--- config.mk ---
export PLATFORM = sky130hd
export DESIGN_NAME = lldr_core
export DESIGN_NICKNAME = d
export VERILOG_FILES = /design/src/inc/lldr_pkg.sv /design/src/inc/lldr_beat_if.sv /design/src/logic/lldr_beat.sv /design/src/logic/lldr_core.sv
export VERILOG_INCLUDE_DIRS = /design/src /design/src/inc
export SDC_FILE = /design/constraint.sdc
export NUM_CORES = 1
export LEC_CHECK = 0
export BUFFER_PORTS_ARGS = -buffer_cell sky130_fd_sc_hd__buf_2
export CORE_MARGIN = 3
export CORE_UTILIZATION = 32
export DETAILED_ROUTE_END_ITERATION = 10
export PLACE_DENSITY = 0.61
export SLEW_MARGIN = 25
export SYNTH_ARGS = -nofsm -noshare
export SYNTH_HDL_FRONTEND = slang
export SYNTH_SLANG_ARGS = --single-unit
--- constraint.sdc ---
create_clock -name pclk -period 3.85 [get_ports pclk]
set_clock_uncertainty 0.1 [all_clocks]
set_input_delay 0.385 -clock pclk [delete_from_list [all_inputs] [get_ports pclk]]
set_output_delay 0.385 -clock pclk [all_outputs]
set_load 0.01 [all_outputs]
--- src/inc/lldr_cfg.svh ---
`ifndef LLDR_CFG_SVH
`define LLDR_CFG_SVH
// ----------------------------------------------------------------------
// timing
// ----------------------------------------------------------------------
`define LLDR_CLK_MHZ        10
`define LLDR_DLL_LOCK_CK    11'd1024
`define LLDR_CAL_PERIOD_US  100
`define LLDR_CAL_CYCLES     (`LLDR_CAL_PERIOD_US * `LLDR_CLK_MHZ)
// ----------------------------------------------------------------------
// mode register field positions on the address balls
// ----------------------------------------------------------------------
`define LLDR_MODE_CFG_LSB   0
`define LLDR_MODE_BL_LSB    3
`define LLDR_MODE_MUX_BIT   5
`define LLDR_MODE_DLL_BIT   7
`define LLDR_MODE_IMP_BIT   8
`define LLDR_MODE_ODT_BIT   9
// ----------------------------------------------------------------------
// register map (byte addresses) and reset values
// ----------------------------------------------------------------------
`define LLDR_REG_CFG        12'h000
`define LLDR_REG_MODE       12'h004
`define LLDR_REG_STAT       12'h008
`define LLDR_CFG_RST        2'h0
`define LLDR_IMP_NOMINAL    6'h20
`define LLDR_STAT_RL_LSB    4
`define LLDR_STAT_WL_LSB    8
`define LLDR_STAT_IMP_LSB   12
`define LLDR_STAT_ILL_BIT   18
`endif

--- src/inc/lldr_pkg.sv ---
package lldr_pkg;
  typedef enum logic [1:0] {
    LLDR_W36 = 2'h0,
    LLDR_W18 = 2'h1,
    LLDR_W9  = 2'h2
  } lldr_width_type;

  typedef enum logic [1:0] {
    LLDR_PH_IDLE   = 2'h0,
    LLDR_PH_SECOND = 2'h1
  } lldr_phase_type;

  typedef enum logic [1:0] {
    LLDR_DLL_OFF     = 2'h0,
    LLDR_DLL_LOCKING = 2'h1,
    LLDR_DLL_LOCKED  = 2'h3
  } lldr_dll_type;

  typedef enum logic [2:0] {
    LLDR_CMD_NONE  = 3'h0,
    LLDR_CMD_MODE  = 3'h1,
    LLDR_CMD_READ  = 3'h2,
    LLDR_CMD_WRITE = 3'h3,
    LLDR_CMD_REFR  = 3'h4,
    LLDR_CMD_ILL   = 3'h5
  } lldr_cmd_type;

  typedef struct packed {
    logic       odt;
    logic       imp;
    logic       dll;
    logic       mux;
    logic [1:0] bl;
    logic [2:0] cfg;
  } lldr_mode_type;
endpackage

--- src/inc/lldr_beat_if.sv ---
`timescale 1ns/10ps
interface lldr_beat_if #(parameter int DW = 36);
  logic          rise;
  logic          fall;
  logic          start;
  logic          pre;
  logic [3:0]    beats;
  logic [DW-1:0] base;
  logic [DW-1:0] dq;
  logic          oe;
  logic          valid;
  logic          strobe;
  modport src (output rise, fall, start, pre, beats, base,
               input  dq, oe, valid, strobe);
  modport eng (input  rise, fall, start, pre, beats, base,
               output dq, oe, valid, strobe);
endinterface

--- src/logic/lldr_beat.sv ---
`timescale 1ns/10ps
module lldr_beat #(
  parameter int DW = 36
) (
  input wire logic pclk,
  input wire logic presetn,
  lldr_beat_if.eng bus
);
  logic [3:0]    rem, next_rem;
  logic [3:0]    idx, next_idx;
  logic [DW-1:0] base, next_base;
  logic [DW-1:0] dq, next_dq;
  logic          oe, next_oe;
  logic          valid, next_valid;
  logic          strobe, next_strobe;
  logic          any_edge;
  logic          last;

  // ----------------------------------------------------------------------
  // one data beat per input clock edge, both edges
  // ----------------------------------------------------------------------
  always_comb begin
    any_edge    = bus.rise | bus.fall;
    last        = 1'b0;
    next_rem    = rem;
    next_idx    = idx;
    next_base   = base;
    next_dq     = dq;
    next_oe     = oe;
    next_strobe = strobe;
    // strobe follows the input clock, free running
    if (bus.rise) next_strobe = 1'b1;
    if (bus.fall) next_strobe = 1'b0;
    if (bus.rise && bus.start) begin
      // a new burst may start right after the last one: seamless
      next_base = bus.base;
      next_dq   = bus.base;
      next_oe   = 1'b1;
      next_rem  = bus.beats - 4'h1;
      next_idx  = 4'h1;
    end else if (any_edge && rem != 4'h0) begin
      next_dq  = base + DW'(idx);
      next_rem = rem - 4'h1;
      next_idx = idx + 4'h1;
      last     = (rem == 4'h1);
    end else if (any_edge) begin
      next_oe = 1'b0;
    end
    // pre wins over last so back-to-back bursts keep the flag high
    if (bus.fall && bus.pre) next_valid = 1'b1;
    else if (last)           next_valid = 1'b0;
    else                     next_valid = valid;
  end

  always_ff @(posedge pclk or negedge presetn) begin
    if (!presetn) begin
      rem    <= 4'h0;
      idx    <= 4'h0;
      base   <= '0;
      dq     <= '0;
      oe     <= 1'b0;
      valid  <= 1'b0;
      strobe <= 1'b0;
    end else begin
      rem    <= next_rem;
      idx    <= next_idx;
      base   <= next_base;
      dq     <= next_dq;
      oe     <= next_oe;
      valid  <= next_valid;
      strobe <= next_strobe;
    end
  end

  assign bus.dq     = dq;
  assign bus.oe     = oe;
  assign bus.valid  = valid;
  assign bus.strobe = strobe;
endmodule

--- src/logic/lldr_core.sv ---
`timescale 1ns/10ps
`include "lldr_cfg.svh"
// Overview of operation
// - DLL stays disabled after reset until a mode set turns it on.
// - External impedance mode samples the reference resistor periodically, transparently.
// - Internal mode uses nominal 50 ohm code, still recalibrated periodically.
// - Multiplexed mode sends each address as two halves on consecutive rising edges.
// - Refresh needs bank only, no second phase; may repeat every cycle.
// - Full address rebuilt from ball maps per data width and burst length.
// - Termination covers data and data mask; mask termination always on.
// - Data termination off while driving reads, back on after last beat.
// - Deselect starts nothing; accepted operations run to completion.
// - Read decoded when chip select low, write enable and refresh high.
// - Read data appears after read latency, edge aligned to strobe clock.
// - Read valid rises half a clock before the first data beat.
// - Read valid falls together with the final data beat.
// - Data lines released after a burst when nothing further follows.
// - Back-to-back reads give seamless data; strobe clock keeps toggling.
// - Write latency is read latency plus one.
// - Multiplexed mode adds one cycle to read and write latency.
// - Control lines decode to deselect, mode set, read, write, refresh; no combination decodes as illegal.
module lldr_core #(
  parameter int DW         = 36,
  parameter int AW         = 21,
  parameter int PIPE_DEPTH = 8,
  parameter int CAL_CYCLES = `LLDR_CAL_CYCLES
) (
  input  wire logic          pclk,
  input  wire logic          presetn,
  input  wire logic [11:0]   paddr,
  input  wire logic          psel,
  input  wire logic          penable,
  input  wire logic          pwrite,
  input  wire logic [31:0]   pwdata,
  output logic               pready,
  output logic [31:0]        prdata,
  output logic               pslverr,
  input  wire logic          ck,
  input  wire logic          cs_n,
  input  wire logic          we_n,
  input  wire logic          refresh_n,
  input  wire logic [2:0]    bank,
  input  wire logic [AW-1:0] address,
  input  wire logic [5:0]    impedance_ball_sense,
  output logic [DW-1:0]      dq_out,
  output logic               dq_oe,
  output logic               read_valid,
  output logic               read_strobe_clock,
  output logic               read_strobe_clock_n,
  output logic               dq_term_en,
  output logic               data_mask_term_en,
  output logic               imp_external,
  output logic [5:0]         imp_code,
  output logic               cal_update
);
  import lldr_pkg::*;

  localparam int SW = 1 + 3 + 3 + AW + 6;
  localparam int EW = 3 + AW;

  // ----------------------------------------------------------------------
  // pin synchronisers and input clock edge detection
  // ----------------------------------------------------------------------
  logic [SW-1:0] sync_a;
  logic [SW-1:0] sync_b;
  logic          ck_d;
  logic          ck_s;
  logic          ck_rise;
  logic          ck_fall;
  logic          s_cs_n;
  logic          s_we_n;
  logic          s_ref_n;
  logic [2:0]    s_bank;
  logic [AW-1:0] s_addr;
  logic [5:0]    s_ball;

  // all pins share one delay, so set-up to the clock edge is kept
  always_ff @(posedge pclk or negedge presetn) begin
    if (!presetn) begin
      sync_a <= '0;
      sync_b <= '0;
      ck_d   <= 1'b0;
    end else begin
      sync_a <= {ck, cs_n, we_n, refresh_n, bank, address, impedance_ball_sense};
      sync_b <= sync_a;
      ck_d   <= ck_s;
    end
  end

  assign {ck_s, s_cs_n, s_we_n, s_ref_n, s_bank, s_addr, s_ball} = sync_b;
  assign ck_rise = ck_s & ~ck_d;
  assign ck_fall = ~ck_s & ck_d;

  // ----------------------------------------------------------------------
  // command decode
  // ----------------------------------------------------------------------
  lldr_cmd_type cmd;

  always_comb begin
    if (s_cs_n)                  cmd = LLDR_CMD_NONE;
    else if (!s_we_n && !s_ref_n) cmd = LLDR_CMD_MODE;
    else if (s_we_n && s_ref_n)   cmd = LLDR_CMD_READ;
    else if (!s_we_n)             cmd = LLDR_CMD_WRITE;
    else                          cmd = LLDR_CMD_REFR;
  end

  // ----------------------------------------------------------------------
  // mode register and DLL lock tracking
  // ----------------------------------------------------------------------
  lldr_mode_type mode, next_mode;
  lldr_dll_type  dll, next_dll;
  logic [10:0]   lock_cnt, next_lock_cnt;
  logic          illegal, next_illegal;
  logic          phase_busy;

  always_comb begin
    next_mode     = mode;
    next_dll      = dll;
    next_lock_cnt = lock_cnt;
    next_illegal  = illegal;
    if (ck_rise && !phase_busy && cmd == LLDR_CMD_MODE) begin
      next_mode.cfg = s_addr[`LLDR_MODE_CFG_LSB +: 3];
      next_mode.bl  = s_addr[`LLDR_MODE_BL_LSB +: 2];
      next_mode.mux = s_addr[`LLDR_MODE_MUX_BIT];
      next_mode.dll = s_addr[`LLDR_MODE_DLL_BIT];
      next_mode.imp = s_addr[`LLDR_MODE_IMP_BIT];
      next_mode.odt = s_addr[`LLDR_MODE_ODT_BIT];
      // low turns the DLL off, a fresh high restarts the lock count
      if (!s_addr[`LLDR_MODE_DLL_BIT]) begin
        next_dll = LLDR_DLL_OFF;
      end else if (dll == LLDR_DLL_OFF) begin
        next_dll      = LLDR_DLL_LOCKING;
        next_lock_cnt = 11'h0;
      end
    end else if (ck_rise && dll == LLDR_DLL_LOCKING) begin
      next_lock_cnt = lock_cnt + 11'h1;
      if (next_lock_cnt == `LLDR_DLL_LOCK_CK) next_dll = LLDR_DLL_LOCKED;
    end
    // set-only flag for LLDR_CMD_ILL, a command that no control combination decodes to
    if (ck_rise && !phase_busy && cmd == LLDR_CMD_ILL) next_illegal = 1'b1;
  end

  always_ff @(posedge pclk or negedge presetn) begin
    if (!presetn) begin
      mode     <= '0;
      dll      <= LLDR_DLL_OFF;
      lock_cnt <= 11'h0;
      illegal  <= 1'b0;
    end else begin
      mode     <= next_mode;
      dll      <= next_dll;
      lock_cnt <= next_lock_cnt;
      illegal  <= next_illegal;
    end
  end

  // ----------------------------------------------------------------------
  // latency and burst length from the programmed mode
  // ----------------------------------------------------------------------
  logic [3:0] rl_base;
  logic [3:0] rl_eff;
  logic [3:0] wl_eff;
  logic [3:0] beats;
  logic [2:0] tap;

  always_comb begin
    case (mode.cfg)
      3'h2:    rl_base = 4'h6;
      3'h3:    rl_base = 4'h8;
      3'h4:    rl_base = 4'h3;
      3'h5:    rl_base = 4'h5;
      default: rl_base = 4'h4;
    endcase
    case (mode.bl)
      2'h1:    beats = 4'h4;
      2'h2:    beats = 4'h8;
      default: beats = 4'h2;
    endcase
    rl_eff = rl_base + {3'h0, mode.mux};
    wl_eff = rl_eff + 4'h1;
    // multiplexed reads enter the pipe one edge later, same tap
    tap    = 3'(rl_base - 4'h1);
  end

  // ----------------------------------------------------------------------
  // address phases and rebuild of the multiplexed address
  // ----------------------------------------------------------------------
  lldr_phase_type phase, next_phase;
  logic [10:0]    first_phase, next_first_phase;
  logic [2:0]     held_bank, next_held_bank;
  logic           held_read, next_held_read;
  logic           enq;
  logic [EW-1:0]  enq_entry;
  logic [AW-1:0]  full;
  lldr_width_type width;

  assign phase_busy = (phase == LLDR_PH_SECOND);

  // ball order A0 A3 A4 A5 A8 A9 A10 A13 A14 A17 A18
  function automatic logic [AW-1:0] lldr_rebuild(input logic [10:0] fp,
                                                 input logic [10:0] sp,
                                                 input lldr_width_type w,
                                                 input logic [1:0] bl);
    logic [AW-1:0] a;
    a      = '0;
    a[0]   = fp[0];
    a[3]   = fp[1];
    a[4]   = fp[2];
    a[5]   = fp[3];
    a[8]   = fp[4];
    a[9]   = fp[5];
    a[10]  = fp[6];
    a[13]  = fp[7];
    a[14]  = fp[8];
    a[17]  = fp[9] & ~(w == LLDR_W36 && bl == 2'h2);
    a[18]  = fp[10] & ~((w == LLDR_W36 && bl != 2'h0) || (w == LLDR_W18 && bl == 2'h2));
    a[1]   = sp[1];
    a[2]   = sp[2];
    a[6]   = sp[4];
    a[7]   = sp[5];
    a[11]  = sp[7];
    a[12]  = sp[8];
    a[16]  = sp[9];
    a[15]  = sp[10];
    a[19]  = sp[6] & ((w == LLDR_W18 && bl == 2'h0) || (w == LLDR_W9 && bl != 2'h2));
    a[20]  = sp[0] & (w == LLDR_W9 && bl == 2'h0);
    return a;
  endfunction

  always_comb begin
    next_phase       = phase;
    next_first_phase = first_phase;
    next_held_bank   = held_bank;
    next_held_read   = held_read;
    enq              = 1'b0;
    full             = s_addr;
    enq_entry        = {s_bank, s_addr};
    if (ck_rise) begin
      if (phase == LLDR_PH_SECOND) begin
        // the edge after the command carries only the second half
        full       = lldr_rebuild(first_phase, s_addr[10:0], width, mode.bl);
        enq_entry  = {held_bank, full};
        enq        = held_read;
        next_phase = LLDR_PH_IDLE;
      end else if (mode.mux && (cmd == LLDR_CMD_READ || cmd == LLDR_CMD_WRITE)) begin
        next_first_phase = s_addr[10:0];
        next_held_bank   = s_bank;
        next_held_read   = (cmd == LLDR_CMD_READ);
        next_phase       = LLDR_PH_SECOND;
      end else if (cmd == LLDR_CMD_READ) begin
        enq = 1'b1;
      end
    end
  end

  always_ff @(posedge pclk or negedge presetn) begin
    if (!presetn) begin
      phase       <= LLDR_PH_IDLE;
      first_phase <= 11'h0;
      held_bank   <= 3'h0;
      held_read   <= 1'b0;
    end else begin
      phase       <= next_phase;
      first_phase <= next_first_phase;
      held_bank   <= next_held_bank;
      held_read   <= next_held_read;
    end
  end

  // ----------------------------------------------------------------------
  // read latency pipe, one slot per input clock
  // ----------------------------------------------------------------------
  logic [PIPE_DEPTH-1:0] pipe_v, next_pipe_v;
  logic [EW-1:0]         pipe_a [PIPE_DEPTH];
  logic [EW-1:0]         next_pipe_a [PIPE_DEPTH];

  // accepted reads keep moving whatever commands follow
  always_comb begin
    next_pipe_v = pipe_v;
    next_pipe_a = pipe_a;
    if (ck_rise) begin
      next_pipe_v = {pipe_v[PIPE_DEPTH-2:0], enq};
      next_pipe_a[0] = enq_entry;
      for (int i = 1; i < PIPE_DEPTH; i++) begin
        next_pipe_a[i] = pipe_a[i-1];
      end
    end
  end

  always_ff @(posedge pclk or negedge presetn) begin
    if (!presetn) begin
      pipe_v <= '0;
      for (int i = 0; i < PIPE_DEPTH; i++) begin
        pipe_a[i] <= '0;
      end
    end else begin
      pipe_v <= next_pipe_v;
      pipe_a <= next_pipe_a;
    end
  end

  // ----------------------------------------------------------------------
  // burst engine
  // ----------------------------------------------------------------------
  lldr_beat_if #(.DW(DW)) beat_bus ();

  assign beat_bus.rise  = ck_rise;
  assign beat_bus.fall  = ck_fall;
  assign beat_bus.start = pipe_v[tap];
  assign beat_bus.pre   = pipe_v[tap];
  assign beat_bus.beats = beats;
  assign beat_bus.base  = DW'(pipe_a[tap]);

  lldr_beat #(.DW(DW)) u_beat (
    .pclk    (pclk),
    .presetn (presetn),
    .bus     (beat_bus)
  );

  assign dq_out              = beat_bus.dq;
  assign dq_oe               = beat_bus.oe;
  assign read_valid          = beat_bus.valid;
  assign read_strobe_clock   = beat_bus.strobe;
  assign read_strobe_clock_n = ~beat_bus.strobe;
  assign dq_term_en          = mode.odt & ~beat_bus.oe;
  assign data_mask_term_en   = 1'b1;

  // ----------------------------------------------------------------------
  // impedance calibration
  // ----------------------------------------------------------------------
  logic [$clog2(CAL_CYCLES)-1:0] cal_cnt, next_cal_cnt;
  logic [5:0]                    code, next_code;
  logic                          upd, next_upd;

  // the code moves only at the tick, never touching read timing
  always_comb begin
    next_upd     = 1'b0;
    next_code    = code;
    next_cal_cnt = cal_cnt + 1'b1;
    if (cal_cnt == ($clog2(CAL_CYCLES))'(CAL_CYCLES - 1)) begin
      next_cal_cnt = '0;
      next_upd     = 1'b1;
      next_code    = mode.imp ? s_ball : `LLDR_IMP_NOMINAL;
    end
  end

  always_ff @(posedge pclk or negedge presetn) begin
    if (!presetn) begin
      cal_cnt <= '0;
      code    <= `LLDR_IMP_NOMINAL;
      upd     <= 1'b0;
    end else begin
      cal_cnt <= next_cal_cnt;
      code    <= next_code;
      upd     <= next_upd;
    end
  end

  assign imp_external = mode.imp;
  assign imp_code     = code;
  assign cal_update   = upd;

  // ----------------------------------------------------------------------
  // APB slave: zero wait states, read data captured in setup
  // ----------------------------------------------------------------------
  logic [1:0]  cfg_reg, next_cfg_reg;
  logic [31:0] rdata, next_rdata;
  logic        hit;

  assign width = lldr_width_type'(cfg_reg);

  always_comb begin
    next_cfg_reg = cfg_reg;
    next_rdata   = rdata;
    hit          = 1'b1;
    if (paddr == `LLDR_REG_CFG) begin
      if (psel && !penable) next_rdata = {30'h0, cfg_reg};
      if (psel && penable && pwrite) next_cfg_reg = pwdata[1:0];
    end else if (paddr == `LLDR_REG_MODE) begin
      if (psel && !penable) next_rdata = {22'h0, mode.odt, mode.imp, mode.dll,
                                          1'b0, mode.mux, mode.bl, mode.cfg};
    end else if (paddr == `LLDR_REG_STAT) begin
      if (psel && !penable) begin
        next_rdata = 32'h0;
        next_rdata[1:0] = dll;
        next_rdata[`LLDR_STAT_RL_LSB +: 4]  = rl_eff;
        next_rdata[`LLDR_STAT_WL_LSB +: 4]  = wl_eff;
        next_rdata[`LLDR_STAT_IMP_LSB +: 6] = code;
        next_rdata[`LLDR_STAT_ILL_BIT]      = illegal;
      end
    end else begin
      hit = 1'b0;
      if (psel && !penable) next_rdata = 32'h0;
    end
  end

  always_ff @(posedge pclk or negedge presetn) begin
    if (!presetn) begin
      cfg_reg <= `LLDR_CFG_RST;
      rdata   <= 32'h0;
    end else begin
      cfg_reg <= next_cfg_reg;
      rdata   <= next_rdata;
    end
  end

  assign pready  = 1'b1;
  assign prdata  = rdata;
  assign pslverr = psel & penable & ~hit;
endmodule

---- After elaboration in Yosys (flattened, before gate mapping) ----
Cells that the tools add are included.
word-level totals
  input bits .............................. 83
  output and inout bits ................... 84
  bits in registers ....................... 431
  word-level logic and storage cells ...... 190
cells by class
  order comparisons ....................... 2
  bitwise logic cells ..................... 19
  $add $sub $neg .......................... 9
  mux-type cells .......................... 54
  reduce and logical (&&, ||, !) cells .... 45
  eq/ne operators ......................... 24
operator list
  cell                     number
  $mux W32                 7
  $bmux W24 S3             1
  $mux W24                 3
  $mux W36                 2
  $mux W11                 4
  $add A24 B4 Y25          1
  $logic_and A1 B1 Y1      19
  $mux W1                  17
  $mux W4                  4
  $pmux W4 S4              1
  $reduce_bool A2 Y1       8
  $mux W2                  7
  $eq A12 B3 Y1 const B    1
  $eq A12 B4 Y1 const B    1
  $eq A3 B2 Y1 const B     4
  $logic_not A12 Y1        1
  $mux W3                  4
  $add A11 B1 Y11 const B  1
  $eq A11 B11 Y1 const B   1
  $add A10 B1 Y10 const B  1
  $eq A10 B10 Y1 const B   1
  $mux W10                 1
  $and A1 B1 Y1            9
  $eq A3 B3 Y1 const B     3
  other kinds (25)         51

---- Logic depth before layout (Yosys ltp) ----
  depth in word-level cells ............... 9
  depth in mapped cells ................... 14

---- Hierarchy ----
From an unflattened synthesis, not the netlist that was laid out.
unflattened totals
  cells, all modules ...................... 1925
  area total of the unflattened synthesis .. 19088.3 um2
by module, submodules not included
  module     times used  cells an instance  area each (um2)  sequential area each (um2)
  lldr_core  1           1453               14819.2          8659.6
  lldr_beat  1           472                4269.1           2077.0

---- Worst setup path before layout ----
OpenSTA, ideal clock, no wires.
  kind .................................... register to register
  start point ............................. register mode[1] (netlist bit)
  end point ............................... register u_beat.base[10]
  required time ........................... 3625 ps
  arrival time ............................ 3483 ps
  slack ................................... 141 ps
  clock period less this slack ............ 3709 ps
  cell stages (with the launch flop) ...... 15
  cells stage by stage .................... dfrtp_1 > inv_1 > ha_1 > clkbuf_1 > buf_2 > buf_2 > inv_1 > ha_1 > or4_1 > buf_6 > a21oi_4 > or2_1 > buf_6 > buf_12 > mux2_4
on the way
  longest elaborated chain between the ends .. 7
  elaborated cells on any way between the ends .. 13
  classes of those cells .................. add/sub (1); eq/ne (4); mux (6); bitwise (1); reduce/logical (1)
RTL lines
  item                                          line              source
  from (decl)                                   lldr_core.sv:110  lldr_mode_type mode, next_mode;
  from (signal assigned)                        lldr_core.sv:150  mode <= next_mode;
  $eq A3 B3 Y1 or $eq A3 B2 Y1 (tied branches)  lldr_core.sv:167  case (mode.cfg)
  $pmux W4 S4 *                                 lldr_core.sv:167
  $sub A3 B1 Y3 *                               lldr_core.sv:182  tap = 3'(rl_base - 4'h1);
  $not A3 Y4 (implied by the code)              lldr_core.sv:312  assign beat_bus.base = DW'(pipe_a[tap]);
  $bmux W24 S3                                  lldr_core.sv:312
  $mux W24 (implied by the code) (2 in series)  lldr_core.sv:312
  to (signal assigned)                          lldr_beat.sv:67   base <= next_base;
  to (decl)                                     lldr_beat.sv:11   logic [DW-1:0] base, next_base;
Every way passes the cells marked *; elsewhere a longest branch is shown, timed or not. The select of a mux whose other input is x is not followed.
A chain may end at the register's enable or synchronous reset.

---- Worst setup path in the final report ----
  start point ............................. register mode[1] (netlist bit)
  end point ............................... register u_beat.dq[22], in the netlist u_beat.bus.dq[22]
on the way
  longest elaborated chain between the ends .. 8
  elaborated cells on any way between the ends .. 15
  classes of those cells .................. add/sub (1); eq/ne (4); mux (7); bitwise (1); reduce/logical (2)
RTL lines
  item                                          line              source
  $eq A3 B3 Y1 or $eq A3 B2 Y1 (tied branches)  lldr_core.sv:167
  $pmux W4 S4 *                                 lldr_core.sv:167
  $sub A3 B1 Y3 *                               lldr_core.sv:182
  $not A3 Y4 (implied by the code)              lldr_core.sv:312
  $bmux W24 S3                                  lldr_core.sv:312
  $mux W24 (implied by the code) (2 in series)  lldr_core.sv:312
  $mux W36                                      lldr_beat.sv:34   if (bus.rise && bus.start) begin
  to (signal assigned)                          lldr_beat.sv:68   dq <= next_dq;
  to (decl)                                     lldr_beat.sv:12   logic [DW-1:0] dq, next_dq;
Marks and branches as above.

==> run metrics <==
status finished clean; WHS Endpoint prdata[6]$_DFFE_PN0P_; drt via density 4.82; vias in the first global route 11296; placed insts 2138; Max Fanout on Critical Path 27; post-route cell area 21300 sq um; fillers 5232; Die W 243 um; PwrDens 715 nW/um^2; Core Box Area 55400 sq um; LEAKAGE 8.97 nW; postcts setup bufs 0; RSZ-0062 raised after global routing no; antenna violations before repair 2; kind of critical path register to register; full die area ~60000 sq um; Clk Latency, worst-skew pair 0.58 ns; largest register by flop count pipe_a; number of synthesized flops with an enable pin 0; post-synth top area cell dfrtp_1; Final Setup Violations 0; met2 WL 17600 um; Syn. warnings 0; Achievable Freq about 280 MHz; Max-slew headroom 0.359; Layout Nets 1578; Die Y 243 um; largest net degree at the start of global routing approximately 210; Synth Cell Area 18000 sq um; DR WL/cell between 15 and 20 um; Post-Syn Instances approximately 1300; most frequent cell after synthesis dfrtp_1; Post-Route WL 37500 um; hold depth 3; min-delay src paddr[3]; Initial Util 0.325; Largest register FFs 192; hpwl dp 24800 um; Tcrit/Tclk final 0.942; DRC 0; Reg-to-Reg End u_beat.bus.dq[22]$_DFFE_PN0P_; Iter 0 DRT Violations approximately 590; TritonCTS clock tree done; via count around 11000; Data required, critical path approximately 4.2 ns; min cycle time layout 3.62 ns; ys async rst share 1.00; Layout area overhead 18.5%; clock buffer depth 3; M1 WL 17700 um; worst hold path type input port to register; clk slew on worst S/H paths 0.06 ns; global route overflow 0; smallest hold slack 0.116 ns; sequential area share after synthesis 0.564; post-synth top area share 0.563; r2r setup slk 0.23 ns; drt pass-1 iters 4; site row count 86; CP startpoint kind register; CTS buffer count 45; synthesized area per cell 13.5 sq um; CTS sink cnt 406; top cells by area, synth dfrtp_1 56%, mux2_2 15%, mux4_2 6.3%; clock root buffer clkbuf_16; all-layer global routing usage 0.128; Worst R2R Start mode[1]$_DFFE_PN0N_; reg2reg path depth 9; Port Buf Inserts 110; final hold violations 0; first-pass GRT wire length 61800 um; peak supply drop just over 0.3 mV; Final Non-Filler Cells between 2000 and 2500; H-tree depth 2; max_cap viols 0; Final TNS setup 0 ns; Max Used Layer met4; largest registers pipe_a x192, sync_a x34, sync_b x34; Final Wtd Congestion 0.750; Tot Pwr 15.3 mW; fraction of layout cells with a size suffix above 1 0.349; flops & latches, synth 406; I/O pin count 167; Pins Over Slew Limit 0; Yosys cell types 69; top cells by instance count after synthesis 405 x dfrtp_1, 239 x mux2_2, 73 x nand2_1, 66 x nor2_1, 56 x clkbuf_1; met3 routed WL around 1300 um; Main synth FF type dfrtp_1; Critical Path End Type register; Worst Tran Pin Value 0.961 ns; crit path DAT approximately 4.0 ns; Final ANT Viol Nets 0; DP Area about 19000 sq um
[placed cells by master, fill, tap and decap left out, types with 34 or more instances in the layout]
cell / synthesis / final
buf_2: 4 / 109
nor2_1: 66 / 65
mux4_2: 50 / 50
clkbuf_16: 0 / 45
dlygate4sd3_1: 0 / 37
o21ai_0: 50 / 50
dfrtp_1: 405 / 405
mux2_2: 239 / 239
nand2_1: 73 / 73
a21oi_1: 38 / 38
nand3_1: 34 / 34
[kinds of logic (layout without fill, tap and decap cells)]
kind of cell | Yosys count | in the layout | share of synthesized area
xor+xnor | 22 | 22 | 0.0107
buf+inv | 121 | 273 | 0.0348
flops | 406 | 406 | 0.564
simple gates | 254 | 254 | 0.0706
compound gates | 180 | 180 | 0.0653
fa+ha+maj | 20 | 20 | 0.0143
mux | 330 | 330 | 0.240
other cells | 2 | 28 | 0.000417
[worst max path at each step]
stage                                    from                             to  slack [ns]  depth (start not counted)
after floorplan           mode[1]$_DFFE_PN0N_    u_beat.base[10]$_DFFE_PN0P_        0.14                         14
after global placement    mode[1]$_DFFE_PN0N_  u_beat.bus.dq[13]$_DFFE_PN0P_        0.31                          9
after detailed placement  mode[1]$_DFFE_PN0N_  u_beat.bus.dq[22]$_DFFE_PN0P_        0.27                          9
after CTS                 mode[1]$_DFFE_PN0N_  u_beat.bus.dq[22]$_DFFE_PN0P_        0.23                          9
after global routing      mode[1]$_DFFE_PN0N_  u_beat.bus.dq[22]$_DFFE_PN0P_        0.05                          9
final                     mode[1]$_DFFE_PN0N_  u_beat.bus.dq[22]$_DFFE_PN0P_        0.23                          9
[where the power goes]
group          switching [mW]  total, mW  internal [mW]
Sequential              0.878       6.36           5.48
Combinational            1.92       4.29           2.37
Clock                    1.79       4.61           2.82
[area by class of cell]
type / count / area (sq um) / share of cell area
Sequential cell: 406 / 10200 / 0.476
Multi-Input combinational cell: 832 / 7340 / 0.344
Clock buffer: 61 / 1280 / 0.0598
Timing Repair Buffer: 167 / 1200 / 0.0563
Tap cell: 748 / 936 / 0.0439
Clock inverter: 22 / 329 / 0.0154
Inverter: 23 / 86.3 / 0.00405
Antenna cell: 2 / 5.00 / 0.000235
[repair_timing]
item | 4_1_cts | 5_1_grt
endpoints found under the setup margin | 0 | 0
hold buffers | 37 | 0
gates resized for setup | 0 | 0
hold endpoints to repair | 111 | 0
[per-stage QoR]
stage	setup WS, ns	utilization
global placement	0.313	0.349
finish	0.225	0.385
floorplan	0.141	-
global route	0.0505	0.385
detailed placement	0.269	0.349
CTS	0.233	0.384
[worst max-delay path, cell delays in order, from the launching register on]
cell and delay [ns]:
dfrtp_1 0.47, inv_1 0.13, ha_4 0.31, or3_1 0.41, ha_2 0.39, mux4_2 0.34, nand2_1 0.13, nor3_4 0.09
nor2_4 0.67, mux2_2 0.42
[metal layers]
layer / global-route usage / up-vias
met5: 0 / -
met2: 0.203 / 144
met4: 0.0424 / 0
li1: - / 5086
met1: 0.179 / 5600
met3: 0.0228 / 61
Note: power is estimated with default switching activity, not from simulation.
